### src/core/rmc_pkg.sv
// Purpose: Shared constants for the reference monitor register bank.
// Assumes: 250 MHz system clock, byte-wide serial register port.
// Notes:   Timing counts derive from printed times; top may override them.
package rmc_pkg;

   localparam int NUM_REFS = 4;

   // Register offsets
   localparam logic [7:0] ADDR_ISR_STATUS  = 8'h02;
   localparam logic [7:0] ADDR_MON_FAIL_23 = 8'h06;
   localparam logic [7:0] ADDR_MON_FAIL_01 = 8'h07;
   localparam logic [7:0] ADDR_MASK_23     = 8'h08;
   localparam logic [7:0] ADDR_MASK_01     = 8'h09;
   localparam logic [7:0] ADDR_INPUT_CFG   = 8'h0a;
   localparam logic [7:0] ADDR_DISQ_SEL    = 8'h0b;
   localparam logic [7:0] ADDR_QUAL_SEL    = 8'h0c;
   localparam logic [7:0] ADDR_LOCK        = 8'h0d;
   localparam logic [7:0] ADDR_BASE_HI     = 8'h10;
   localparam logic [7:0] ADDR_BASE_LO     = 8'h11;
   localparam logic [7:0] ADDR_MULT_HI     = 8'h12;
   localparam logic [7:0] ADDR_MULT_LO     = 8'h13;

   // Reset values
   localparam logic [7:0]  RST_MON_FAIL   = 8'h00;
   localparam logic [7:0]  RST_MASK       = 8'h66;
   localparam logic [7:0]  RST_INPUT_CFG  = 8'h10;
   localparam logic [7:0]  RST_DISQ_SEL   = 8'haa;
   localparam logic [7:0]  RST_QUAL_SEL   = 8'h55;
   localparam logic [7:0]  RST_LOCK       = 8'h00;
   localparam logic [15:0] RST_BASE_RATE  = 16'h9c40;
   localparam logic [15:0] RST_RATE_MULT  = 16'h0f30;

   // Lock register codes
   localparam logic [7:0] LOCK_ON  = 8'h01;
   localparam logic [7:0] LOCK_OFF = 8'h00;

   // Field positions inside one reference nibble; FLD_DIFF_BASE is the differential select base in the input config byte
   localparam int FLD_SIGNAL_ABSENT = 0;
   localparam int FLD_SINGLE_PERIOD = 1;
   localparam int FLD_ROUGH_RATE    = 2;
   localparam int FLD_SOAK_EXPIRED  = 3;
   localparam int FLD_DIFF_BASE     = 4;

   // Supported base rate span, hertz
   localparam logic [15:0] BASE_RATE_MIN = 16'h03e8;
   localparam logic [15:0] BASE_RATE_MAX = 16'h9c40;

   // Soak timer times in microseconds and cycle counts at the clock rate
   localparam longint CLK_HZ      = 250_000_000;
   localparam longint T_DISQ1_US  = 10_000;
   localparam longint T_DISQ2_US  = 50_000;
   localparam longint T_DISQ3_US  = 2_500_000;
   localparam int unsigned DISQ1_CYC = 32'(T_DISQ1_US * CLK_HZ / 1_000_000);
   localparam int unsigned DISQ2_CYC = 32'(T_DISQ2_US * CLK_HZ / 1_000_000);
   localparam int unsigned DISQ3_CYC = 32'(T_DISQ3_US * CLK_HZ / 1_000_000);
   localparam int unsigned DISQ0_CYC = 32'd1;

   typedef enum logic [1:0] {
      DISQ_MIN, DISQ_SHORT, DISQ_MID, DISQ_LONG
   } rmc_disq_type;

endpackage

### src/core/rmc_ref_input.sv
// Purpose: One reference input path: pin sync, input type, halving.
// Assumes: Reference pins are asynchronous to CLK and slower than CLK/4.
// Notes:   Output is a sampled version, good for monitoring only.
`timescale 1ns/1ns
module rmc_ref_input
   import rmc_pkg::*;
(
   input  wire logic clk,
   input  wire logic rst,
   input  wire logic pos_pin,
   input  wire logic neg_pin,
   input  wire logic differential_select,
   input  wire logic halve_enable,
   output logic      ref_out
);

   logic [1:0] pos_sync_q;
   logic [1:0] neg_sync_q;
   logic       level_q;
   logic       half_q;
   logic       level_d;

   ////////////////////////////////////////////////////////////////////////
   // Two-stage synchronisers on both pins
   always_ff @(posedge clk) begin
      if (rst) begin
         pos_sync_q <= 2'h0;
         neg_sync_q <= 2'h0;
      end else begin
         pos_sync_q <= {pos_sync_q[0], pos_pin};
         neg_sync_q <= {neg_sync_q[0], neg_pin};
      end
   end

   // Differential compares both legs, otherwise positive leg only
   assign level_d = differential_select ? (pos_sync_q[1] & ~neg_sync_q[1])
                                        : pos_sync_q[1];

   ////////////////////////////////////////////////////////////////////////
   // Halving toggles on each rising edge of the selected level
   always_ff @(posedge clk) begin
      if (rst) begin
         level_q <= 1'b0;
         half_q  <= 1'b0;
         ref_out <= 1'b0;
      end else begin
         level_q <= level_d;
         if (level_d && !level_q) begin
            half_q <= ~half_q;
         end
         ref_out <= halve_enable ? half_q : level_q;
      end
   end

endmodule

### src/core/rmc_soak_timer.sv
// Purpose: Guard soak timer for one reference.
// Assumes: Failure inputs are on CLK.
// Notes:   Expiry is a one-cycle pulse on disqualification.
`timescale 1ns/1ns
module rmc_soak_timer
   import rmc_pkg::*;
#(
   parameter int unsigned DISQ1 = DISQ1_CYC,
   parameter int unsigned DISQ2 = DISQ2_CYC,
   parameter int unsigned DISQ3 = DISQ3_CYC
)(
   input  wire logic       clk,
   input  wire logic       rst,
   input  wire logic       fail,
   input  wire logic [1:0] disqualify_time,
   input  wire logic [1:0] qualify_time,
   output logic            qualified,
   output logic            expired
);

   typedef enum logic [1:0] {S_GOOD, S_DISQ_WAIT, S_BAD, S_QUAL_WAIT} rmc_soak_type;

   rmc_soak_type state_q;
   logic [32:0]  cnt_q;
   logic [32:0]  disq_lim;
   logic [32:0]  qual_lim;

   ////////////////////////////////////////////////////////////////////////
   // Disqualify time from its select, requalify as an even multiple
   always_comb begin
      unique case (rmc_disq_type'(disqualify_time))
         DISQ_MIN:   disq_lim = 33'(DISQ0_CYC);
         DISQ_SHORT: disq_lim = 33'(DISQ1);
         DISQ_MID:   disq_lim = 33'(DISQ2);
         DISQ_LONG:  disq_lim = 33'(DISQ3);
      endcase
      // 2x, 4x, 6x, 8x; 33 bits hold 8 x 2.5 s
      qual_lim = 33'(disq_lim * 33'({1'b0, qualify_time, 1'b0} + 4'h2));
   end

   ////////////////////////////////////////////////////////////////////////
   // Soak state machine
   always_ff @(posedge clk) begin
      if (rst) begin
         state_q   <= S_GOOD;
         cnt_q     <= 33'h0;
         qualified <= 1'b1;
         expired   <= 1'b0;
      end else begin
         expired <= 1'b0;
         cnt_q   <= cnt_q + 33'h1;
         unique case (state_q)
            S_GOOD: begin
               cnt_q <= 33'h0;
               if (fail) begin
                  state_q <= S_DISQ_WAIT;
               end
            end
            S_DISQ_WAIT: begin
               if (!fail) begin
                  state_q <= S_GOOD;
               end else if (cnt_q >= disq_lim - 33'h1) begin
                  state_q   <= S_BAD;
                  qualified <= 1'b0;
                  expired   <= 1'b1;
                  cnt_q     <= 33'h0;
               end
            end
            S_BAD: begin
               cnt_q <= 33'h0;
               if (!fail) begin
                  state_q <= S_QUAL_WAIT;
               end
            end
            S_QUAL_WAIT: begin
               if (fail) begin
                  state_q <= S_BAD;
               end else if (cnt_q >= qual_lim - 33'h1) begin
                  state_q   <= S_GOOD;
                  qualified <= 1'b1;
               end
            end
         endcase
      end
   end

endmodule

### src/core/rmc_ref_monitor_regs.sv
// Purpose: Register bank for four reference monitors and their status.
// Assumes: Serial port logic delivers one-cycle byte read/write strobes.
// Notes:   Status reads clear the bits they return; lock freezes setting.
//
// What this block does
// - Signal-absent input sets nibble bit 0
// - Single-period failure sets nibble bit 1
// - Rough-rate failure sets nibble bit 2
// - Soak timer expiry sets nibble bit 3
// - Monitor flags update regardless of masks
// - Refs 0/1 at 0x07, 2/3 at 0x06
// - Per-reference four-bit enable mask, one enables
// - Mask gates only interrupt status at 0x02
// - Halve enable divides reference input by two
// - Select bit chooses differential or single-ended
// - Disqualify after selected soak time
// - Requalify after 2/4/6/8 times disqualify
// - Lock value 0x01 stops latched status from setting; reads still clear it
// - Base rate is unsigned hertz value
// - Wide registers big-endian, MSB lower address
// - Unmasked interrupt status drives interrupt request
`timescale 1ns/1ns
module rmc_ref_monitor_regs
   import rmc_pkg::*;
#(
   parameter int unsigned DISQ1 = DISQ1_CYC,
   parameter int unsigned DISQ2 = DISQ2_CYC,
   parameter int unsigned DISQ3 = DISQ3_CYC
)(
   input  wire logic                CLK,
   input  wire logic                RST,
   input  wire logic                REG_WR,
   input  wire logic                REG_RD,
   input  wire logic [7:0]          REG_ADDR,
   input  wire logic [7:0]          REG_WDATA,
   output logic      [7:0]          REG_RDATA,
   output logic                     REG_RVALID,
   input  wire logic [NUM_REFS-1:0] IN_POS_PIN,
   input  wire logic [NUM_REFS-1:0] IN_NEG_PIN,
   input  wire logic [NUM_REFS-1:0] SIGNAL_ABSENT_PIN,
   input  wire logic [NUM_REFS-1:0] SINGLE_PERIOD_FAIL,
   input  wire logic [NUM_REFS-1:0] ROUGH_RATE_FAIL,
   output logic      [NUM_REFS-1:0] REF_CLK_OUT,
   output logic      [NUM_REFS-1:0] REF_QUALIFIED,
   output logic      [15:0]         BASE_RATE,
   output logic      [15:0]         RATE_MULTIPLIER,
   output logic                     IRQ
);

   logic [15:0]         mon_flags_q;   // Ref n in bits 4n+3:4n
   logic [15:0]         mask_q;
   logic [3:0]          isr_q;
   logic [7:0]          input_cfg_q;
   logic [7:0]          disq_sel_q;
   logic [7:0]          qual_sel_q;
   logic [7:0]          lock_q;
   logic [NUM_REFS-1:0] absent_s1_q;
   logic [NUM_REFS-1:0] absent_s2_q;
   logic [NUM_REFS-1:0] soak_expired;
   logic [15:0]         mon_events;
   logic [3:0]          isr_events;
   logic [15:0]         mon_clr;
   logic [3:0]          isr_clr;
   logic                locked;
   logic [7:0]          rdata_d;

   assign locked = (lock_q == LOCK_ON);

   ////////////////////////////////////////////////////////////////////////
   // Signal-absent pins come from outside, so two flops first
   always_ff @(posedge CLK) begin
      if (RST) begin
         absent_s1_q <= '0;
         absent_s2_q <= '0;
      end else begin
         absent_s1_q <= SIGNAL_ABSENT_PIN;
         absent_s2_q <= absent_s1_q;
      end
   end

   ////////////////////////////////////////////////////////////////////////
   // Per-reference input path, soak timer and event gathering
   for (genvar r = 0; r < NUM_REFS; r++) begin : g_ref
      rmc_ref_input u_input (
         .clk                 (CLK),
         .rst                 (RST),
         .pos_pin             (IN_POS_PIN[r]),
         .neg_pin             (IN_NEG_PIN[r]),
         .differential_select (input_cfg_q[FLD_DIFF_BASE + r]),
         .halve_enable        (input_cfg_q[r]),
         .ref_out             (REF_CLK_OUT[r])
      );

      rmc_soak_timer #(
         .DISQ1 (DISQ1),
         .DISQ2 (DISQ2),
         .DISQ3 (DISQ3)
      ) u_soak (
         .clk             (CLK),
         .rst             (RST),
         .fail            (SINGLE_PERIOD_FAIL[r] | ROUGH_RATE_FAIL[r]),
         .disqualify_time (disq_sel_q[2*r +: 2]),
         .qualify_time    (qual_sel_q[2*r +: 2]),
         .qualified       (REF_QUALIFIED[r]),
         .expired         (soak_expired[r])
      );

      // Raw monitor events, never masked
      assign mon_events[4*r + FLD_SIGNAL_ABSENT] = absent_s2_q[r];
      assign mon_events[4*r + FLD_SINGLE_PERIOD] = SINGLE_PERIOD_FAIL[r];
      assign mon_events[4*r + FLD_ROUGH_RATE]    = ROUGH_RATE_FAIL[r];
      assign mon_events[4*r + FLD_SOAK_EXPIRED]  = soak_expired[r];

      // Only the interrupt status sees the enable mask
      assign isr_events[r] = |(mon_events[4*r +: 4] & mask_q[4*r +: 4]);
   end

   ////////////////////////////////////////////////////////////////////////
   // Read clears only the bits it returned, so a same-cycle event survives
   always_comb begin
      mon_clr = '0;
      isr_clr = '0;
      if (REG_RD) begin
         unique case (REG_ADDR)
            ADDR_ISR_STATUS:  isr_clr         = isr_q;
            ADDR_MON_FAIL_23: mon_clr[15:8]   = mon_flags_q[15:8];
            ADDR_MON_FAIL_01: mon_clr[7:0]    = mon_flags_q[7:0];
            default:          mon_clr         = '0;
         endcase
      end
   end

   ////////////////////////////////////////////////////////////////////////
   // Latched status: set wins over clear, lock stops setting
   always_ff @(posedge CLK) begin
      if (RST) begin
         mon_flags_q <= {RST_MON_FAIL, RST_MON_FAIL};
         isr_q       <= 4'h0;
      end else begin
         // Flags hold until read, whatever the source does later
         mon_flags_q <= (mon_flags_q & ~mon_clr)
                      | (locked ? 16'h0000 : mon_events);
         isr_q       <= (isr_q & ~isr_clr)
                      | (locked ? 4'h0 : isr_events);
      end
   end

   ////////////////////////////////////////////////////////////////////////
   // Interrupt request follows unmasked status in the same cycle, one cycle after the event
   always_ff @(posedge CLK) begin
      if (RST) begin
         IRQ <= 1'b0;
      end else begin
         IRQ <= |(isr_q & ~isr_clr) | (!locked && |isr_events);
      end
   end

   ////////////////////////////////////////////////////////////////////////
   // Writable configuration; wide values land byte by byte, big-endian
   always_ff @(posedge CLK) begin
      if (RST) begin
         mask_q          <= {RST_MASK, RST_MASK};
         input_cfg_q     <= RST_INPUT_CFG;
         disq_sel_q      <= RST_DISQ_SEL;
         qual_sel_q      <= RST_QUAL_SEL;
         lock_q          <= RST_LOCK;
         BASE_RATE       <= RST_BASE_RATE;
         RATE_MULTIPLIER <= RST_RATE_MULT;
      end else if (REG_WR) begin
         unique case (REG_ADDR)
            ADDR_MASK_23:   mask_q[15:8]          <= REG_WDATA;
            ADDR_MASK_01:   mask_q[7:0]           <= REG_WDATA;
            ADDR_INPUT_CFG: input_cfg_q           <= REG_WDATA;
            ADDR_DISQ_SEL:  disq_sel_q            <= REG_WDATA;
            ADDR_QUAL_SEL:  qual_sel_q            <= REG_WDATA;
            ADDR_LOCK:      lock_q                <= REG_WDATA;
            // Unsigned hertz, no range check: out-of-span values just store
            ADDR_BASE_HI:   BASE_RATE[15:8]       <= REG_WDATA;
            ADDR_BASE_LO:   BASE_RATE[7:0]        <= REG_WDATA;
            ADDR_MULT_HI:   RATE_MULTIPLIER[15:8] <= REG_WDATA;
            ADDR_MULT_LO:   RATE_MULTIPLIER[7:0]  <= REG_WDATA;
            default:        lock_q                <= lock_q;
         endcase
      end
   end

   ////////////////////////////////////////////////////////////////////////
   // Read mux; unmapped addresses return zero
   always_comb begin
      unique case (REG_ADDR)
         ADDR_ISR_STATUS:  rdata_d = {4'h0, isr_q};
         ADDR_MON_FAIL_23: rdata_d = mon_flags_q[15:8];
         ADDR_MON_FAIL_01: rdata_d = mon_flags_q[7:0];
         ADDR_MASK_23:     rdata_d = mask_q[15:8];
         ADDR_MASK_01:     rdata_d = mask_q[7:0];
         ADDR_INPUT_CFG:   rdata_d = input_cfg_q;
         ADDR_DISQ_SEL:    rdata_d = disq_sel_q;
         ADDR_QUAL_SEL:    rdata_d = qual_sel_q;
         ADDR_LOCK:        rdata_d = lock_q;
         ADDR_BASE_HI:     rdata_d = BASE_RATE[15:8];
         ADDR_BASE_LO:     rdata_d = BASE_RATE[7:0];
         ADDR_MULT_HI:     rdata_d = RATE_MULTIPLIER[15:8];
         ADDR_MULT_LO:     rdata_d = RATE_MULTIPLIER[7:0];
         default:          rdata_d = 8'h00;
      endcase
   end

   // Registered read answer, one cycle after the strobe
   always_ff @(posedge CLK) begin
      if (RST) begin
         REG_RDATA  <= 8'h00;
         REG_RVALID <= 1'b0;
      end else begin
         REG_RVALID <= REG_RD;
         if (REG_RD) begin
            REG_RDATA <= rdata_d;
         end
      end
   end

endmodule

### config.mk
export PLATFORM = sky130hd
export DESIGN_NAME = rmc_ref_monitor_regs
export DESIGN_NICKNAME = d
export VERILOG_FILES = /design/src/core/rmc_pkg.sv /design/src/core/rmc_ref_input.sv /design/src/core/rmc_soak_timer.sv /design/src/core/rmc_ref_monitor_regs.sv
export SDC_FILE = /design/constraint.sdc
export NUM_CORES = 1
export LEC_CHECK = 0
export ABC_AREA = 1
export BUFFER_PORTS_ARGS = -buffer_cell sky130_fd_sc_hd__buf_4
export CORE_ASPECT_RATIO = 1.2
export CORE_UTILIZATION = 35
export DETAILED_ROUTE_END_ITERATION = 8
export REMOVE_ABC_BUFFERS = 1
export SYNTH_ARGS = -nofsm -noshare
export SYNTH_HDL_FRONTEND = slang
export SYNTH_SLANG_ARGS = --single-unit
### constraint.sdc
create_clock -name CLK -period 5.9 [get_ports CLK]
set_input_delay 0.885 -clock CLK [delete_from_list [all_inputs] [get_ports CLK]]
set_output_delay 0.885 -clock CLK [all_outputs]
set_load 0.01 [all_outputs]
==> results of run 1 <==
sequential cells by signal, summed over array words and instances (netlist names), 8 cells and up, named ones only:
name                      cells
mask_q                       16
qual_sel_q                    8
disq_sel_q                    8
BASE_RATE                    16
RATE_MULTIPLIER              16
REG_RDATA                     8
g_ref.u_soak.cnt_q          132
lock_q                        8
g_ref.u_input.pos_sync_q      8
mon_flags_q                  16
input_cfg_q                   8
g_ref.u_input.neg_sync_q      8
stage by stage:
step	total power (W)	hold slack (ns)	setup slack, ns
floorplan	0.00234	0.388	0.865
global placement	0.00248	0.393	0.203
detailed placement	0.00248	0.397	0.142
CTS	0.00499	0.404	0.150
global route	0.00513	0.418	0.000954
finish	0.00493	0.399	0.439
cells by family after synthesis:
logic type               synth area share [%]
buffers and inverters                    9.04
XOR/XNOR                                 6.32
other                                  0.0251
AND/OR/NAND/NOR                          26.1
AO/OA/AOI/OAI                            12.4
flip-flops                               19.7
adder cells (fa/ha/maj)                  26.4
final cells by class:
class / instances / area, µm² / area share, %
sequential: 294 / 5890 / 17.6
multi-input combinational: 3312 / 21500 / 64.3
tap: 1130 / 1410 / 4.23
inverter: 636 / 2390 / 7.15
antenna: 2 / 5.00 / 0.0150
timing repair buffer: 118 / 898 / 2.69
clock inverter: 19 / 287 / 0.857
clock buffer: 48 / 1040 / 3.10
worst reg2reg max path, delay by kind of cell, from the launching register on:
family / cells / cell delay (ns)
xor+xnor: 1 / 0.08
flops: 1 / 0.40
simple gates: 19 / 1.92
compound gates: 2 / 0.46
fa+ha+maj: 6 / 2.22
buf+inv: 4 / 0.33
per-layer routing:
| metal | up-vias | global-route usage [%] | share of wire, % |
|---|---|---|---|
| met2 | 554 | 36.4 | 48 |
| li1 | 14300 | - | - |
| met4 | 6 | 5.33 | 2.4 |
| met5 | - | 0 | 0.039 |
| met1 | 12900 | 26.0 | 44 |
| met3 | 115 | 3.29 | 5.1 |
synthesized netlist by cell type, drive strengths merged (2+ instances only):
library cell,number,area share (%)
nor3,121,2.4
ha,567,24
a211oi,14,0.35
nand3b,12,0.31
nor4,34,0.73
clkbuf,47,0.59
a21o,28,0.70
nor2,499,6.6
xor2,133,3.9
fa,40,2.7
o22a,2,0.059
inv,632,7.9
clkinv,4,0.050
o21bai,32,0.80
o2111ai,9,0.26
o22ai,9,0.19
nand3,168,2.9
or2,6,0.13
conb,2,0.025
o31ai,2,0.050
and2,6,0.13
o21ai,177,3.0
a41oi,2,0.059
nand4,65,1.4
a22o,6,0.18
a21oi,297,5.0
buf,22,0.47
nor3b,6,0.15
xnor2,83,2.4
a221oi,2,0.059
a21boi,15,0.38
nand2,900,11
a31o,2,0.059
dfxtp,294,20
o21a,6,0.15
o211ai,37,0.93
a31oi,8,0.17
power groups by stage:
| stage | sequential (W) | combinational [W] | clock (W) |
|---|---|---|---|
| 2_1_floorplan | 0.00208 | 0.000256 | 0 |
| 3_3_place_gp | 0.00209 | 0.000393 | 0 |
| 3_5_place_dp | 0.00209 | 0.000397 | 0 |
| 4_1_cts | 0.00204 | 0.000399 | 0.00255 |
| 5_1_grt | 0.00205 | 0.000453 | 0.00263 |
| 6_report | 0.00204 | 0.000398 | 0.00249 |
layout by cell type, fill, tap and decap left out, drive strengths merged, types with 6 or more instances in the layout:
cell	instances
inv	637
nand2	900
o211ai	37
a211oi	14
a21oi	297
buf	118
a31oi	8
clkbuf	48
xor2	133
a21o	28
conb	19
o22ai	9
dfxtp	294
fa	40
or2	6
nor3b	6
o2111ai	9
ha	567
a21boi	15
clkinv	9
a22o	6
xnor2	83
o21a	6
and2	6
o21bai	32
nor4	34
nor3	121
nor2	499
nand4	65
nand3	168
o21ai	177
nand3b	12
bufinv	6
worst min path at each step:
| stage | from | to | slack, ns | cells past startpoint |
|---|---|---|---|---|
| 2_1_floorplan | absent_s1_q[0]$_SDFF_PP0_ | absent_s2_q[0]$_SDFF_PP0_ | 0.39 | 2 |
| 3_3_place_gp | g_ref[3].u_input.neg_sync_q[0]$_SDFF_PP0_ | g_ref[3].u_input.neg_sync_q[1]$_SDFF_PP0_ | 0.39 | 2 |
| 3_5_place_dp | g_ref[0].u_input.neg_sync_q[0]$_SDFF_PP0_ | g_ref[0].u_input.neg_sync_q[1]$_SDFF_PP0_ | 0.40 | 2 |
| 4_1_cts | g_ref[1].u_input.pos_sync_q[0]$_SDFF_PP0_ | g_ref[1].u_input.pos_sync_q[1]$_SDFF_PP0_ | 0.40 | 2 |
| 5_1_grt | absent_s1_q[1]$_SDFF_PP0_ | absent_s2_q[1]$_SDFF_PP0_ | 0.42 | 2 |
| 6_report | g_ref[1].u_input.pos_sync_q[0]$_SDFF_PP0_ | g_ref[1].u_input.pos_sync_q[1]$_SDFF_PP0_ | 0.40 | 2 |
timing repair:
item                                    4_1_cts  5_1_grt
endpoints found under the setup margin        0       12
resized for setup                             0       30
hold buffers                                  0        0
==> impl_metrics.env, run 1 <==
export IMPL_r2r_start="disq_sel_q[6]$_SDFFE_PP0P_"
export IMPL_fp_dieArea_um2=86700
export IMPL_status="completed"
export IMPL_r2r_cells=32
export IMPL_min_path_type="flop to flop"
export IMPL_min_period_ns=5.46
export IMPL_crit_end="g_ref[3].u_soak.state_q[0]$_SDFFE_PP0P_"
export IMPL_fin_area_um2=33400
export IMPL_r2r_end="g_ref[3].u_soak.state_q[0]$_SDFFE_PP0P_"
export IMPL_ir_worst_vdd_mv=0.152
export IMPL_synth_flop_cell="dfxtp_1"
export IMPL_drv_slew=0
export IMPL_via_per_inst=5.02
export IMPL_async_reset_ff_share_pct=0
export IMPL_swShare_pct=25.6
export IMPL_setup_tns_ns=0
export IMPL_path_common_cell="nand2_1"
export IMPL_grt_pass1_wl_mm=142
export IMPL_crit_fanout=6
export IMPL_areaGrowthSynthToFinish_pct=11.6
export IMPL_drc=0
export IMPL_startpoint_type="flop"
export IMPL_synth_cells=4294
export IMPL_p_int_w=0.00367
export IMPL_end_kind="flop"
export IMPL_place_area_um2=32000
export IMPL_synth_edf_count=0
export IMPL_avgSynthCellArea_um2=6.97
export IMPL_place_inst=5490
export IMPL_hpwl_mm=74.2
export IMPL_grt_antenna_before_repair=5
export IMPL_cts_htree_levels=2
export IMPL_worstPathBufferInverterCount=4
export IMPL_crit_cells=32
export IMPL_clockBufferDepth=3
export IMPL_layout_drive_gt1_share_pct=6.60
export IMPL_dr_pass1_iters=9
export IMPL_drt_iter0_markers=1671
export IMPL_slew_headroom_pct=27.4
export IMPL_p_leak_nw=16.5
export IMPL_slowest_stage="fa_1"
export IMPL_postLayoutCoreUtil_pct=39.4
export IMPL_rsz0062_at_grt="no"
export IMPL_grt_usage_pct=20.7
export IMPL_routed_wl_mm=89.4
export IMPL_p_sw_w=0.00126
export IMPL_yosys_cell_types_count=58
export IMPL_clk_latency_ns=0.57
export IMPL_num_rows=117
export IMPL_finalNonFillerCells=5559
export IMPL_tightest_slew_ns=1.09
export IMPL_clock_skew_ns=0.0224
export IMPL_vias=27900
export IMPL_ios=90
export IMPL_setup_viol=0
export IMPL_ys_warn_count=0
export IMPL_core_um2=84800
export IMPL_crit_type="flop to flop"
export IMPL_cts_root_buf="clkbuf_16"
export IMPL_dieHeight_um=322
export IMPL_cts_clk_slew_worst_paths_ns=0.06
export IMPL_hold_violations=0
export IMPL_period_share_pct=92.6
export IMPL_startpoint="disq_sel_q[6]$_SDFFE_PP0P_"
export IMPL_gp_congestion=0.935
export IMPL_p_per_area_nw_per_um2=148
export IMPL_wl_per_cell_um=16.1
export IMPL_cts_sinks=294
export IMPL_cts_buffers_inserted=37
export IMPL_cts_tree="yes"
export IMPL_fin_nets=5046
export IMPL_fp_dieW_um=269
export IMPL_fillers=8965
export IMPL_power_share_combinational_pct=8.1
export IMPL_io_buffers=89
export IMPL_worst_path_largest_cell_delay_ns=0.49
export IMPL_max_freq_ghz=0.183
export IMPL_crit_arrival_ns=5.98
export IMPL_syn_area_um2=29900
export IMPL_power_share_sequential_pct=41.5
export IMPL_grt_max_degree=92
export IMPL_cp_top_family="adder cells"
export IMPL_maxCapViolCount=0
export IMPL_required_ns=6.41
export IMPL_start_util_pct=35.3
export IMPL_ys_seq_elements=294
export IMPL_cts_setup_buffers=0
export IMPL_grt_pass1_vias=26700
export IMPL_ant_nets=0
export IMPL_pwr_share_clk_pct=50.5
export IMPL_seq_area_frac_synth_pct=19.7
export IMPL_reg2reg_slack_ns=0.44
export IMPL_gr_total_overflow=0
Power figures use the tool's default switching activity.
==> run 2: changes to the inputs <==
--- a/config.mk
+++ b/config.mk
@@ -5,11 +5,12 @@
 export SDC_FILE = /design/constraint.sdc
 export NUM_CORES = 1
 export LEC_CHECK = 0
-export ABC_AREA = 1
-export BUFFER_PORTS_ARGS = -buffer_cell sky130_fd_sc_hd__buf_4
+export ABC_AREA = 0
+export BUFFER_PORTS_ARGS = -buffer_cell sky130_fd_sc_hd__buf_2
 export CORE_ASPECT_RATIO = 1.2
 export CORE_UTILIZATION = 35
 export DETAILED_ROUTE_END_ITERATION = 8
+export PLACE_DENSITY_LB_ADDON = 0.2
 export REMOVE_ABC_BUFFERS = 1
 export SYNTH_ARGS = -nofsm -noshare
 export SYNTH_HDL_FRONTEND = slang
==> impl_metrics.env, run 2 <==
export IMPL_drc=0
export IMPL_fin_nets=4208
export IMPL_grt_usage_pct=19.9
export IMPL_grt_max_degree=65
export IMPL_cts_root_buf="clkbuf_16"
export IMPL_setup_viol=0
export IMPL_cts_sinks=294
export IMPL_clk_latency_ns=0.58
export IMPL_slew_headroom_pct=28.0
export IMPL_setup_tns_ns=0
export IMPL_cts_tree="yes"
export IMPL_drt_iter0_markers=1112
export IMPL_ys_seq_elements=294
export IMPL_yosys_area_top_type="ha_1"
export IMPL_p_total_w=0.00467
export IMPL_r2r_start="qual_sel_q[1]$_SDFFE_PP0P_"
export IMPL_rsz0062_at_grt="yes"
export IMPL_drv_slew=0
export IMPL_ys_top_cells_by_count="567 x ha_1, 330 x nor2_1, 324 x nand2_1"
export IMPL_ys_warn_count=0
export IMPL_final_common_cell="ha_1"
export IMPL_yosys_cell_types_count=73
export IMPL_reg2reg_slack_ns=0.27
export IMPL_async_reset_ff_share_pct=0
export IMPL_grt_antenna_before_repair=14
export IMPL_slowest_stage="fa_1"
export IMPL_areaGrowthSynthToFinish_pct=18.6
export IMPL_hold_end="g_ref[2].u_input.pos_sync_q[1]$_SDFF_PP0_"
export IMPL_seq_area_frac_synth_pct=21.4
export IMPL_r2r_end="g_ref[0].u_soak.qualified$_SDFFE_PP1P_"
export IMPL_finalNonFillerCells=4618
export IMPL_min_period_ns=5.63
export IMPL_grt_pass1_vias=23500
export IMPL_p_per_area_nw_per_um2=143
export IMPL_clockBufferDepth=3
export IMPL_fp_dieW_um=258
export IMPL_fp_dieArea_um2=79800
export IMPL_hold_path_cell_count=1
export IMPL_hp_start="g_ref[2].u_input.pos_sync_q[0]$_SDFF_PP0_"
export IMPL_period_share_pct=95.5
export IMPL_gp_congestion=0.859
export IMPL_crit_arrival_ns=6.09
export IMPL_gr_total_overflow=0
export IMPL_yosysMostFrequentCell="ha_1"
export IMPL_worst_path_largest_cell_delay_ns=0.42
export IMPL_ios=90
export IMPL_worstPathBufferInverterCount=1
export IMPL_maxCapViolCount=0
export IMPL_num_rows=112
export IMPL_synth_cells=3288
export IMPL_status="completed"
export IMPL_tightest_slew_ns=1.08
export IMPL_synth_flop_cell="dfxtp_1"
export IMPL_dieHeight_um=309
export IMPL_crit_fanout=6
export IMPL_fillers=7880
export IMPL_r2r_cells=26
export IMPL_cp_top_family="compound AO/OA/AOI/OAI gates"
export IMPL_hpwl_mm=64.2
export IMPL_largest_register="g_ref.u_soak.cnt_q"
export IMPL_layout_drive_gt1_share_pct=14.8
export IMPL_io_buffers=89
export IMPL_via_per_inst=5.09
export IMPL_startpoint_type="flop"
export IMPL_synth_edf_count=0
export IMPL_min_path_type="flop to flop"
export IMPL_syn_area_um2=27500
export IMPL_cts_htree_levels=2
export IMPL_cts_clk_slew_worst_paths_ns=0.06
export IMPL_p_leak_nw=15.9
export IMPL_end_kind="flop"
export IMPL_required_ns=6.35
export IMPL_routed_wl_mm=80.2
export IMPL_start_util_pct=35.4
export IMPL_avgSynthCellArea_um2=8.37
export IMPL_crit_type="flop to flop"
export IMPL_synthTopCellsByArea="ha_1 26%, dfxtp_1 21%, xor2_1 4.8%"
export IMPL_core_um2=77800
export IMPL_final_cell_mix="518 x ha_1, 329 x nor2_1, 312 x nand2_1, 283 x dfxtp_1, 217 x buf_4"
export IMPL_hold_violations=0
export IMPL_wl_per_cell_um=17.4
export IMPL_grt_pass1_wl_mm=126
export IMPL_largest_register_ffs=132
export IMPL_dr_pass1_iters=5
export IMPL_place_inst=4543
export IMPL_ir_worst_vdd_mv=0.180
export IMPL_startpoint="qual_sel_q[1]$_SDFFE_PP0P_"
export IMPL_yosys_area_top_type_share_pct=25.8
export IMPL_max_freq_ghz=0.178
export IMPL_clock_skew_ns=0.0300
export IMPL_ant_nets=0
export IMPL_hold_buffers=0
export IMPL_vias=23500
export IMPL_cts_buffers_inserted=37
-- run 2: changes by cell type after synthesis, sizes merged, moves of 36 or more --
cell    before  now
nor2       499  330
xnor2       83  136
a21o        28  135
nor3       121   25
nand2      900  324
nand3      168   96
and3         1   60
o21ai      177  104
nor2b        0   51
inv        632  205
nand2b       0   36
a21oi      297  190
a22oi        0   36
-- run 2: logic make-up after synthesis --
group           after synthesis  share of synthesized area (%)
compound gates              666                           16.1
xor+xnor                    287                           9.13
fa+ha+maj                   607                           28.7
buf+inv                     298                           4.20
flops                       294                           21.4
mux                          35                           1.65
other cells                   2                         0.0273
simple gates               1099                           18.8
-- run 2: through the flow --
step | utilization, % | setup WS (ns) | cell area [µm²] | hold WS, ns
2_1_floorplan | - | -0.0634 | 27200 | 0.414
3_3_place_gp | 39.3 | -0.160 | 30600 | 0.425
3_5_place_dp | 39.3 | -0.195 | 30600 | 0.424
4_1_cts | 40.9 | 0.000792 | 31800 | 0.438
5_1_grt | 42.0 | -0.0653 | 32600 | 0.451
6_report | 42.0 | 0.268 | 32600 | 0.434
-- run 2: what timing repair did --
action                                  in CTS  in global routing
hold endpoints to repair                     0                  0
buffers inserted                             0                  5
endpoints found under the setup margin       5                 12
gates resized for setup                      9                157
pin swaps                                    0                 65
-- run 2: area by class of cell --
| cell class | instances | area (µm²) | share of cell area (%) |
|---|---|---|---|
| Inverter | 205 | 769 | 2.36 |
| Timing Repair Buffer | 310 | 2130 | 6.54 |
| Tap cell | 1026 | 1280 | 3.93 |
| Clock inverter | 11 | 136 | 0.418 |
| Clock buffer | 56 | 1080 | 3.30 |
| Antenna cell | 3 | 7.51 | 0.0230 |
| Sequential cell | 294 | 5910 | 18.1 |
| Multi-Input combinational cell | 2713 | 21300 | 65.3 |
-- run 2: where the power goes --
group          switching, W  total [W]  internal [W]
combinational      0.000195   0.000324      0.000130
sequential        0.0000202    0.00203       0.00201
clock              0.000962    0.00232       0.00136
total               0.00118    0.00467       0.00350
-- run 2: worst max path at each step --
| stage | slack, ns | depth (start not counted) | endpoint |
|---|---|---|---|
| 3_5_place_dp | -0.19 | 30 | flop |
| 5_1_grt | -0.07 | 27 | g_ref[1].u_soak.state_q[0]$_SDFFE_PP0P_ |
| 4_1_cts | 0.0008 | 26 | flop |
| 3_3_place_gp | -0.16 | 30 | flop |
| 2_1_floorplan | -0.06 | 25 | g_ref[3].u_soak.state_q[0]$_SDFFE_PP0P_ |
| 6_report | 0.27 | 26 | g_ref[0].u_soak.qualified$_SDFFE_PP1P_ |
-- run 2: layer usage --
| metal | wire length (µm) | global-route usage [%] |
|---|---|---|
| met1 | 34900 | 23.7 |
| met2 | 38600 | 35.3 |
| met3 | 3870 | 4.02 |
| met4 | 2690 | 6.62 |
| met5 | 126 | 0 |
==> run 3: changes to the inputs <==
==> constraint.sdc (replaced) <==
create_clock -name CLK -period 6.5 [get_ports CLK]
set_input_delay 0.975 -clock CLK [delete_from_list [all_inputs] [get_ports CLK]]
set_output_delay 0.975 -clock CLK [all_outputs]
set_load 0.01 [all_outputs]
==> impl_metrics.env, run 3 (synthesized netlist as in run 2, its figures left out) <==
export IMPL_drc=0
export IMPL_r2r_cells=27
export IMPL_ir_worst_vdd_mv=0.189
export IMPL_cts_clk_slew_worst_paths_ns=0.06
export IMPL_pwr_share_clk_pct=50.2
export IMPL_cts_tree="yes"
export IMPL_maxCapViolCount=0
export IMPL_dieHeight_um=309
export IMPL_gp_congestion=0.865
export IMPL_fin_area_um2=30800
export IMPL_r2r_start="disq_sel_q[5]$_SDFFE_PP1P_"
export IMPL_rsz0062_at_grt="no"
export IMPL_largest_register_ffs=132
export IMPL_worst_path_largest_cell_delay_ns=0.45
export IMPL_fin_nets=4041
export IMPL_clk_latency_ns=0.59
export IMPL_final_common_cell="ha_1"
export IMPL_end_kind="flop"
export IMPL_crit_type="flop to flop"
export IMPL_hold_buffers=0
export IMPL_drt_iter0_markers=1194
export IMPL_place_inst=4378
export IMPL_clockBufferDepth=3
export IMPL_crit_cells=27
export IMPL_fp_dieW_um=258
export IMPL_worstPathBufferInverterCount=3
export IMPL_p_leak_nw=15.0
export IMPL_startpoint_type="flop"
export IMPL_slowest_stage="fa_1"
export IMPL_num_rows=112
export IMPL_areaGrowthSynthToFinish_pct=11.8
export IMPL_grt_usage_pct=19.8
export IMPL_crit_fanout=7
export IMPL_grt_pass1_vias=22800
export IMPL_tightest_slew_ns=1.14
export IMPL_setup_tns_ns=0
export IMPL_setup_viol=0
export IMPL_p_per_area_nw_per_um2=139
export IMPL_p_sw_w=0.00108
export IMPL_slew_headroom_pct=24.2
export IMPL_dr_pass1_iters=6
export IMPL_status="completed"
export IMPL_hpwl_mm=63.5
export IMPL_wl_per_cell_um=17.8
export IMPL_crit_arrival_ns=6.57
export IMPL_gr_total_overflow=0
export IMPL_layout_drive_gt1_share_pct=8.10
export IMPL_min_period_ns=6.09
export IMPL_swShare_pct=25.2
export IMPL_max_freq_ghz=0.164
export IMPL_hold_violations=0
export IMPL_min_path_type="flop to flop"
export IMPL_drv_slew=0
export IMPL_largest_register="g_ref.u_soak.cnt_q"
export IMPL_cts_root_buf="clkbuf_16"
export IMPL_cts_sinks=294
export IMPL_final_cell_mix="556 x ha_1, 330 x nor2_1, 324 x nand2_1, 287 x dfxtp_1, 204 x inv_1"
export IMPL_cts_buffers_inserted=37
export IMPL_finalNonFillerCells=4449
export IMPL_grt_max_degree=84
export IMPL_io_buffers=89
export IMPL_path_common_cell="ha_1"
export IMPL_period_share_pct=93.6
export IMPL_power_share_sequential_pct=43.2
export IMPL_grt_antenna_before_repair=11
export IMPL_required_ns=6.99
export IMPL_fp_dieArea_um2=79800
export IMPL_start_util_pct=35.4
export IMPL_ios=90
export IMPL_cts_htree_levels=2
export IMPL_startpoint="disq_sel_q[5]$_SDFFE_PP1P_"
export IMPL_p_int_w=0.00319
export IMPL_via_per_inst=5.19
export IMPL_routed_wl_mm=79.3
export IMPL_grt_pass1_wl_mm=125
export IMPL_power_share_combinational_pct=6.6
export IMPL_reg2reg_slack_ns=0.41
export IMPL_core_um2=77800
export IMPL_ant_nets=0
export IMPL_clock_skew_ns=0.0322
export IMPL_place_area_um2=29300
export IMPL_cp_top_family="compound AO/OA/AOI/OAI gates"
export IMPL_vias=23100
export IMPL_whs_ns=0.436
export IMPL_p_total_w=0.00427
-- run 3: cell count changes in the layout (fill, tap and decap cells not counted), sizes merged --
cell,delta
clkbuf,-3
clkinv,+4
inv,-2
buf,-167
diode,-1
-- run 3: how the worst min path moves through the flow --
stage	slack, ns	to	cells after the start	start
2_1_floorplan	0.41	absent_s2_q[0]$_SDFF_PP0_	1	absent_s1_q[0]$_SDFF_PP0_
3_3_place_gp	0.42	absent_s2_q[0]$_SDFF_PP0_	1	absent_s1_q[0]$_SDFF_PP0_
3_5_place_dp	0.42	absent_s2_q[0]$_SDFF_PP0_	1	absent_s1_q[0]$_SDFF_PP0_
4_1_cts	0.44	absent_s2_q[0]$_SDFF_PP0_	1	absent_s1_q[0]$_SDFF_PP0_
5_1_grt	0.46	g_ref[2].u_input.pos_sync_q[1]$_SDFF_PP0_	1	g_ref[2].u_input.pos_sync_q[0]$_SDFF_PP0_
6_report	0.44	absent_s2_q[0]$_SDFF_PP0_	1	absent_s1_q[0]$_SDFF_PP0_
-- run 3: layout make-up --
class / instances / area, µm²
Fill cell: 7980 / 47000
Multi-Input combinational cell: 2713 / 20700
Clock buffer: 53 / 1100
Timing Repair Buffer: 143 / 857
Antenna cell: 2 / 5.00
Inverter: 205 / 773
Sequential cell: 294 / 5900
Clock inverter: 13 / 154
Tap cell: 1026 / 1280
-- run 3: metrics by stage --
step	setup slack, ns	utilization [%]
2_1_floorplan	0.537	-
3_3_place_gp	0.162	37.7
3_5_place_dp	0.0508	37.7
4_1_cts	0.0474	39.3
5_1_grt	0.00944	39.6
6_report	0.413	39.6
-- run 3: power groups by stage --
stage                     registers, W  clock network [W]  logic [W]
final                          0.00184            0.00214   0.000281
after global routing           0.00185            0.00229   0.000313
after CTS                      0.00184            0.00222   0.000280
after detailed placement       0.00188                  0   0.000278
after global placement         0.00188                  0   0.000278
after floorplan                0.00188                  0   0.000162
-- run 3: metal layers --
metal | GRT usage (%) | part of all wire, % | wire length, µm
met1 | 24.4 | 44 | 35100
met5 | 0 | 0.15 | 121
met4 | 7.93 | 4.0 | 3150
met3 | 3.38 | 4.5 | 3610
met2 | 34.0 | 47 | 37400
-- run 3: what timing repair did --
item / in CTS / in global routing
resized for setup: 0 / 38
buffers inserted: 0 / 3
setup endpoints to repair: 0 / 11
